===== src/shared/tcr_pkg.sv =====
// Shared constants, carriers and decode for the calibration register bank
`default_nettype none
package tcr_pkg;

   // -----------------------------------------------------------------
   // Widths
   // -----------------------------------------------------------------
   localparam int ADDR_W = 12;
   localparam int REG_W = 16;
   localparam int RAW_W = 12;
   localparam int PROD_W = 28;

   // -----------------------------------------------------------------
   // Register indices (byte address is four times the index)
   // -----------------------------------------------------------------
   localparam logic [7:0] IDX_X_RESULT = 8'h28;
   localparam logic [7:0] IDX_A_X_DOT = 8'h2c;
   localparam logic [7:0] IDX_A_Y_DOT = 8'h2e;
   localparam logic [7:0] IDX_B_X_DOT = 8'h30;
   localparam logic [7:0] IDX_B_Y_DOT = 8'h32;
   localparam logic [7:0] IDX_C_X_DOT = 8'h34;
   localparam logic [7:0] IDX_C_Y_DOT = 8'h36;
   localparam logic [7:0] IDX_A_X_RAW = 8'h38;
   localparam logic [7:0] IDX_A_Y_RAW = 8'h3a;
   localparam logic [7:0] IDX_B_X_RAW = 8'h3c;
   localparam logic [7:0] IDX_X_SCALE = 8'h44;
   localparam logic [7:0] IDX_STEP = 8'h02;

   // -----------------------------------------------------------------
   // Reset values and arithmetic constants
   // -----------------------------------------------------------------
   localparam logic [15:0] RST_DOT = 16'h0000;
   localparam logic [11:0] RST_RAW = 12'h000;
   localparam logic [15:0] RST_SCALE = 16'h0000;
   localparam logic [15:0] RST_RESULT = 16'h0000;
   localparam logic [9:0] SCALE_DIVISOR = 10'h3e8;
   localparam logic [4:0] DIV_STEPS = 5'h1c;

   // -----------------------------------------------------------------
   // Carriers
   // -----------------------------------------------------------------
   typedef struct packed {
      logic psel;
      logic penable;
      logic pwrite;
      logic [11:0] paddr;
      logic [31:0] pwdata;
   } tcr_apb_req_t;

   typedef struct packed {
      logic pready;
      logic pslverr;
      logic [31:0] prdata;
   } tcr_apb_rsp_t;

   typedef struct packed {
      logic valid;
      logic [11:0] x_raw;
   } tcr_touch_t;

   typedef enum logic [0:0] {
      TCR_IDLE = 1'b0,
      TCR_DIV = 1'b1
   } tcr_calc_st_t;

   // -----------------------------------------------------------------
   // Address decode
   // -----------------------------------------------------------------
   function automatic logic [7:0] reg_index(input logic [11:0] paddr);
      return paddr[9:2];
   endfunction : reg_index

   function automatic logic reg_mapped(input logic [11:0] paddr);
      logic [7:0] idx;
      idx = paddr[9:2];
      if (paddr[1:0] != 2'h0 || paddr[11:10] != 2'h0) begin
         return 1'b0;
      end
      return idx == IDX_X_RESULT || idx == IDX_X_SCALE ||
         (idx >= IDX_A_X_DOT && idx <= IDX_B_X_RAW && !idx[0]);
   endfunction : reg_mapped

endpackage : tcr_pkg
`default_nettype wire


===== src/tcr_cal_regs.sv =====
// Touch calibration point register bank with dot position calculator
//
// Decided for this implementation: the APB slave port.
`timescale 1ns/1ps
`default_nettype none
module tcr_cal_regs (
   // Clock and reset
   input wire logic sys_clk,
   input wire logic rst_n,
   // APB slave
   input wire tcr_pkg::tcr_apb_req_t apb_req,
   output var tcr_pkg::tcr_apb_rsp_t apb_rsp,
   // Touch samples from the converter
   input wire tcr_pkg::tcr_touch_t touch_in,
   // Dot position result
   output logic [15:0] touch_x_dot,
   output logic calc_busy
);

   // ----------------------------------------------------------------
   // Register state
   // ----------------------------------------------------------------
   // Dot order: A x, A y, B x, B y, C x, C y; raw order: A x, A y, B x
   typedef struct packed {
      logic [5:0][15:0] dot;
      logic [2:0][11:0] raw;
      logic [15:0] scale;
   } tcr_regs_t;

   tcr_regs_t regs_r;
   tcr_regs_t regs_nxt;
   logic [7:0] acc_idx;
   logic wr_stb;
   logic [15:0] wr_data;
   logic [15:0] rd_word;
   logic calc_start;

   // ----------------------------------------------------------------
   // Bus front end
   // ----------------------------------------------------------------
   tcr_apb_slave u_apb (
      .sys_clk(sys_clk),
      .rst_n(rst_n),
      .apb_req(apb_req),
      .apb_rsp(apb_rsp),
      .acc_idx(acc_idx),
      .wr_stb(wr_stb),
      .wr_data(wr_data),
      .rd_word(rd_word)
   );

   // ----------------------------------------------------------------
   // Register writes
   // ----------------------------------------------------------------
   always_comb begin
      regs_nxt = regs_r;
      if (wr_stb) begin
         for (int i = 0; i < 6; i++) begin
            if (acc_idx == tcr_pkg::IDX_A_X_DOT +
                8'(i) * tcr_pkg::IDX_STEP) begin
               regs_nxt.dot[i] = wr_data;
            end
         end
         for (int j = 0; j < 3; j++) begin
            if (acc_idx == tcr_pkg::IDX_A_X_RAW +
                8'(j) * tcr_pkg::IDX_STEP) begin
               regs_nxt.raw[j] = wr_data[11:0];
            end
         end
         if (acc_idx == tcr_pkg::IDX_X_SCALE) begin
            regs_nxt.scale = wr_data;
         end
      end
   end

   always_ff @(posedge sys_clk or negedge rst_n) begin
      if (!rst_n) begin
         regs_r.dot <= {6{tcr_pkg::RST_DOT}};
         regs_r.raw <= {3{tcr_pkg::RST_RAW}};
         regs_r.scale <= tcr_pkg::RST_SCALE;
      end else begin
         regs_r <= regs_nxt;
      end
   end

   // ----------------------------------------------------------------
   // Read mux, free of side effects
   // ----------------------------------------------------------------
   always_comb begin
      rd_word = 16'h0000;
      for (int i = 0; i < 6; i++) begin
         if (acc_idx == tcr_pkg::IDX_A_X_DOT +
             8'(i) * tcr_pkg::IDX_STEP) begin
            rd_word = regs_r.dot[i];
         end
      end
      for (int j = 0; j < 3; j++) begin
         if (acc_idx == tcr_pkg::IDX_A_X_RAW +
             8'(j) * tcr_pkg::IDX_STEP) begin
            rd_word = {4'h0, regs_r.raw[j]};
         end
      end
      if (acc_idx == tcr_pkg::IDX_X_SCALE) begin
         rd_word = regs_r.scale;
      end
      if (acc_idx == tcr_pkg::IDX_X_RESULT) begin
         rd_word = touch_x_dot;
      end
   end

   // ----------------------------------------------------------------
   // Dot position calculation
   // ----------------------------------------------------------------
   // Samples arriving while a calculation runs are not queued
   assign calc_start = touch_in.valid && !calc_busy &&
      regs_r.scale != 16'h0000;

   tcr_dot_calc u_calc (
      .sys_clk(sys_clk),
      .rst_n(rst_n),
      .start(calc_start),
      .raw(touch_in.x_raw),
      .a_raw(regs_r.raw[0]),
      .a_dot(regs_r.dot[0]),
      .scale(regs_r.scale),
      .busy(calc_busy),
      .result(touch_x_dot)
   );

endmodule : tcr_cal_regs
`default_nettype wire


===== src/tcr_apb_slave.sv =====
// APB slave front end: decode, strobes and registered read answer
`timescale 1ns/1ps
`default_nettype none
module tcr_apb_slave (
   // Clock and reset
   input wire logic sys_clk,
   input wire logic rst_n,
   // APB
   input wire tcr_pkg::tcr_apb_req_t apb_req,
   output var tcr_pkg::tcr_apb_rsp_t apb_rsp,
   // Register file side
   output logic [7:0] acc_idx,
   output logic wr_stb,
   output logic [15:0] wr_data,
   input wire logic [15:0] rd_word
);

   // ----------------------------------------------------------------
   // State
   // ----------------------------------------------------------------
   typedef struct packed {
      logic [31:0] prdata;
      logic err;
   } tcr_apb_st_t;

   tcr_apb_st_t st_r;
   tcr_apb_st_t st_nxt;
   logic setup;

   assign setup = apb_req.psel && !apb_req.penable;
   assign acc_idx = tcr_pkg::reg_index(apb_req.paddr);
   assign wr_data = apb_req.pwdata[15:0];
   // Write lands on the single access edge, only on a mapped word
   assign wr_stb = apb_req.psel && apb_req.penable && apb_req.pwrite &&
      !st_r.err;

   // Read word and error are captured in setup, shown in access
   always_comb begin
      st_nxt = st_r;
      if (setup) begin
         st_nxt.err = !tcr_pkg::reg_mapped(apb_req.paddr);
         st_nxt.prdata = 32'h0000_0000;
         if (!apb_req.pwrite && tcr_pkg::reg_mapped(apb_req.paddr)) begin
            st_nxt.prdata = {16'h0000, rd_word};
         end
      end
   end

   always_ff @(posedge sys_clk or negedge rst_n) begin
      if (!rst_n) begin
         st_r <= '0;
      end else begin
         st_r <= st_nxt;
      end
   end

   assign apb_rsp.pready = 1'b1;
   assign apb_rsp.pslverr = apb_req.psel && apb_req.penable && st_r.err;
   assign apb_rsp.prdata = st_r.prdata;

endmodule : tcr_apb_slave
`default_nettype wire


===== src/tcr_dot_calc.sv =====
// Horizontal dot position calculator: a_dot + (raw - a_raw) * scale / 1000
`timescale 1ns/1ps
`default_nettype none
module tcr_dot_calc (
   // Clock and reset
   input wire logic sys_clk,
   input wire logic rst_n,
   // Request
   input wire logic start,
   input wire logic [11:0] raw,
   input wire logic [11:0] a_raw,
   input wire logic [15:0] a_dot,
   input wire logic [15:0] scale,
   // Result
   output logic busy,
   output logic [15:0] result
);

   // ----------------------------------------------------------------
   // State
   // ----------------------------------------------------------------
   typedef struct packed {
      tcr_pkg::tcr_calc_st_t st;
      logic [4:0] cnt;
      logic neg;
      logic [10:0] rem;
      logic [27:0] quo;
      logic [15:0] base;
      logic [15:0] result;
   } tcr_calc_t;

   tcr_calc_t c_r;
   tcr_calc_t c_nxt;
   logic [12:0] diff;
   logic [11:0] mag;
   logic [10:0] trial;
   logic [27:0] q_signed;

   assign diff = {1'b0, raw} - {1'b0, a_raw};
   assign mag = diff[12] ? 12'(-diff) : diff[11:0];
   assign trial = {c_r.rem[9:0], c_r.quo[27]};

   // ----------------------------------------------------------------
   // Restoring division of the product magnitude by the divisor
   // ----------------------------------------------------------------
   always_comb begin
      c_nxt = c_r;
      case (c_r.st)
         tcr_pkg::TCR_IDLE: begin
            if (start) begin
               c_nxt.st = tcr_pkg::TCR_DIV;
               c_nxt.cnt = 5'h00;
               c_nxt.neg = diff[12];
               c_nxt.rem = 11'h000;
               c_nxt.quo = 28'(mag) * 28'(scale);
               c_nxt.base = a_dot;
            end
         end
         tcr_pkg::TCR_DIV: begin
            if (trial >= {1'b0, tcr_pkg::SCALE_DIVISOR}) begin
               c_nxt.rem = trial - {1'b0, tcr_pkg::SCALE_DIVISOR};
               c_nxt.quo = {c_r.quo[26:0], 1'b1};
            end else begin
               c_nxt.rem = trial;
               c_nxt.quo = {c_r.quo[26:0], 1'b0};
            end
            c_nxt.cnt = c_r.cnt + 5'h01;
            if (c_r.cnt == tcr_pkg::DIV_STEPS - 5'h01) begin
               c_nxt.st = tcr_pkg::TCR_IDLE;
            end
         end
         default: begin
            c_nxt.st = tcr_pkg::TCR_IDLE;
         end
      endcase
      q_signed = c_nxt.neg ? -c_nxt.quo : c_nxt.quo;
      // Last step: the quotient is complete in the next state
      if (c_r.st == tcr_pkg::TCR_DIV &&
          c_r.cnt == tcr_pkg::DIV_STEPS - 5'h01) begin
         c_nxt.result = c_r.base + q_signed[15:0];
      end
   end

   always_ff @(posedge sys_clk or negedge rst_n) begin
      if (!rst_n) begin
         c_r <= '0;
      end else begin
         c_r <= c_nxt;
      end
   end

   assign busy = c_r.st == tcr_pkg::TCR_DIV;
   assign result = c_r.result;

endmodule : tcr_dot_calc
`default_nettype wire


===== config.mk =====
export PLATFORM = sky130hd
export DESIGN_NAME = tcr_cal_regs
export DESIGN_NICKNAME = d
export VERILOG_FILES = /design/src/shared/tcr_pkg.sv /design/src/tcr_cal_regs.sv /design/src/tcr_apb_slave.sv /design/src/tcr_dot_calc.sv
export SDC_FILE = /design/constraint.sdc
export NUM_CORES = 1
export LEC_CHECK = 0
export BUFFER_PORTS_ARGS = -buffer_cell sky130_fd_sc_hd__buf_2
export CORE_MARGIN = 5
export CORE_UTILIZATION = 35
export DETAILED_ROUTE_END_ITERATION = 16
export GPL_ROUTABILITY_DRIVEN = 0
export SLEW_MARGIN = 30
export SYNTH_ARGS = -nofsm -noshare
export SYNTH_HDL_FRONTEND = slang
export SYNTH_SLANG_ARGS = --single-unit

===== constraint.sdc =====
create_clock -name sys_clk -period 21.4 [get_ports sys_clk]
set_input_delay 2.14 -clock sys_clk [delete_from_list [all_inputs] [get_ports sys_clk]]
set_output_delay 2.14 -clock sys_clk [all_outputs]
set_load 0.03 [all_outputs]

==> impl_metrics.toml <==
[timing]
fmax_ghz = 0.0952
finalMaxSlewViolations = 0
hold_viol = 0
skew_ns = 0.0247
finalSetupTns_ns = 0
slew_headroom = 0.319
rsz0062_at_grt = "no"
setup_violations = 0
fin_crit_ns = 10.51
worstMarginPinSlew_ns = 0.996
period_share = 0.491
whs_ns = 0.481

[worst_setup_path]
worst_path_max_delay_cell = "fa_1"
max_stage_delay_ns = 0.52
required_ns = 21.79
path_buf_inv = 5
endpoint_kind = "flip-flop"
worstSetupPathType = "in -> reg"
worstPathArrival_ns = 10.90
worst_setup_path_start_kind = "input pin"
crit_path_max_fanout = 16
crit_family = "adder cells"

[placed_design]
port_buffers = 79
hpwl_um = 35800
dpl-instance-area_mm2 = 0.0195
dp.cells = 2577

[final_layout]
seq_area_mm2 = 0.00606
final_util = 0.387
instances_no_fill = 2623
post-route-cell-area_mm2 = 0.0204
area_growth_pct = 9.08
drive_gt1_frac = 0.167
multi_input_area_mm2 = 0.0113
diodes = 0
fin_nets = 2217
fillers = 5225

[clock_network]
clk_path_buf_depth = 3
postCtsResizedCells = 0
path_clk_slew_ns = 0.06
htreeDepth = 1
hold_buffers = 0
clock-sinks = 242
clockRootBuffer = "clkbuf_16"
cts_tree = "yes"
clkLatencyLatePin_ns = 0.54
cts_made_buffers = 25
post-cts-setup-buffers = 0

[synth]
synthDistinctLibCells = 69
synthTopCellsByArea = "dfrtp_1 32%, fa_1 15%, mux2_2 9.2%"
yosys-top-cells-count = "278 x nand2_1, 242 x dfrtp_1, 189 x inv_1"
netlist_instances = 1912
synth_area_mm2 = 0.0187
syn_area_per_cell_um2 = 9.78
yosys.area.top_type = "dfrtp_1"
async_reset_ff_frac = 1.00
synth_seq_cells = 242
ys_warn_count = 0
netlist.area_leader.share = 0.324
synth_edf_count = 0
synth_seq_area_share = 0.324
ys.flop_type = "dfrtp_1"
synth_most_common_cell = "nand2_1"

[routing]
initialDrtViolationCount = 827
wirelength_um = 47600
ant_nets = 0
vias_per_cell = 5.24
dr.pass1.iters = 5
vias = 13700
drc = 0
wl_per_cell_um = 18.2

[floorplan]
die_h_um = 241
die_w_um = 241
dieArea_mm2 = 0.0582
start_util = 0.354
io_pins = 113
placementRows = 84
core_area_mm2 = 0.0528

[hold_path]
hp-class = "reg -> reg"

[global_route]
grt_pass1_wl_um = 77000
grt_max_degree = 96
grt.total_usage = 0.163
grt_overflow = 0
antenna_found_initial = 1
grt_pass1_vias = 14200

[power]
p_leak_uw = 0.00993
power_density_mw_per_mm2 = 52.5
peakVddDrop_uv = 52.4

[run_status]
status = "complete, no violations"

[job]
cap_violations = 0
[sequential cells by signal, summed over array words and instances (netlist names)]
register       count
u_apb.apb_rsp     16
u_calc.busy        1
u_calc.result     16
u_calc.c_r        60
u_apb.st_r         1
regs_r           148
[where the power goes]
| group | internal, µW | switching [µW] |
|---|---|---|
| Clock | 260 | 182 |
| Sequential | 474 | 11.3 |
| Combinational | 48.3 | 94.3 |
| Total | 782 | 288 |
[layer usage]
metal  global-route usage  up-vias  share of wire
met3               0.0176       58          0.046
met2                0.263      317           0.47
met1                0.240     6969           0.47
met4               0.0325        0          0.018
met5                    0        -              0
li1                     -     6402              -
[layout by cell type, fill, tap and decap left out, drive strengths merged, types with 13 or more instances in the layout]
master | Yosys | routed
a21oi | 63 | 63
a222oi | 17 | 17
a22o | 13 | 13
a22oi | 32 | 32
a31oi | 19 | 19
and2 | 74 | 74
buf | 65 | 104
clkbuf | 77 | 39
conb | 2 | 17
dfrtp | 242 | 242
fa | 142 | 142
ha | 97 | 97
inv | 191 | 192
mux2 | 152 | 152
mux2i | 13 | 13
nand2 | 278 | 278
nand2b | 20 | 20
nand3 | 26 | 26
nor2 | 63 | 63
nor2b | 13 | 13
nor3 | 16 | 16
o21ai | 89 | 89
xnor2 | 43 | 43
xor2 | 27 | 27
[worst paths after layout]
kind                                                       to  cells past startpoint                       start  slack [ns]
worst max-delay path            u_calc.result[15]$_DFFE_PN0P_                     40                 touch_in[0]       10.89
worst min-delay path               u_calc.c_r[16]$_DFFE_PN0P_                      2  u_calc.c_r[16]$_DFFE_PN0P_        0.48
worst max register to register  u_calc.result[15]$_DFFE_PN0P_                     38      regs_r[23]$_DFFE_PN0P_       12.11
worst min register to register     u_calc.c_r[16]$_DFFE_PN0P_                      2  u_calc.c_r[16]$_DFFE_PN0P_        0.48
max in group asynchronous              regs_r[52]$_DFFE_PN0P_                      3                       rst_n       18.52
min in group asynchronous              regs_r[39]$_DFFE_PN0P_                      1                       rst_n        1.60
[logic make-up (layout without fill, tap and decap cells)]
group / after synthesis / in the layout / share of synthesized area
DFF: 242 / 242 / 0.324
adders and majority gates: 239 / 239 / 0.217
xor gates and xnor gates: 70 / 70 / 0.0328
AOI/OAI and AO/OA: 316 / 316 / 0.113
other: 2 / 17 / 0.000402
buffers and inverters: 333 / 341 / 0.0768
and+or+nand+nor: 545 / 545 / 0.138
muxes: 165 / 165 / 0.0985
[layout make-up]
cell class | instances | area share
clock buffers | 39 | 0.0377
clock inverters | 7 | 0.00380
inverters | 191 | 0.0351
multi-input cells | 1352 | 0.554
flip-flops and latches | 242 | 0.297
well taps | 688 | 0.0422
repair buffers | 104 | 0.0299
[through the flow]
step	power, µW	worst slack (ns)
final	1070	10.89
after CTS	1080	10.94
after global placement	632	10.56
after global routing	1120	10.08
after floorplan	588	11.35
after detailed placement	637	10.40
[tightest hold or removal path, stage by stage, from the launching register on]
cell and delay, ns:
dfrtp_1 0.35, nand2_1 0.05, nand2_1 0.05
Power figures use the tool's default switching activity.
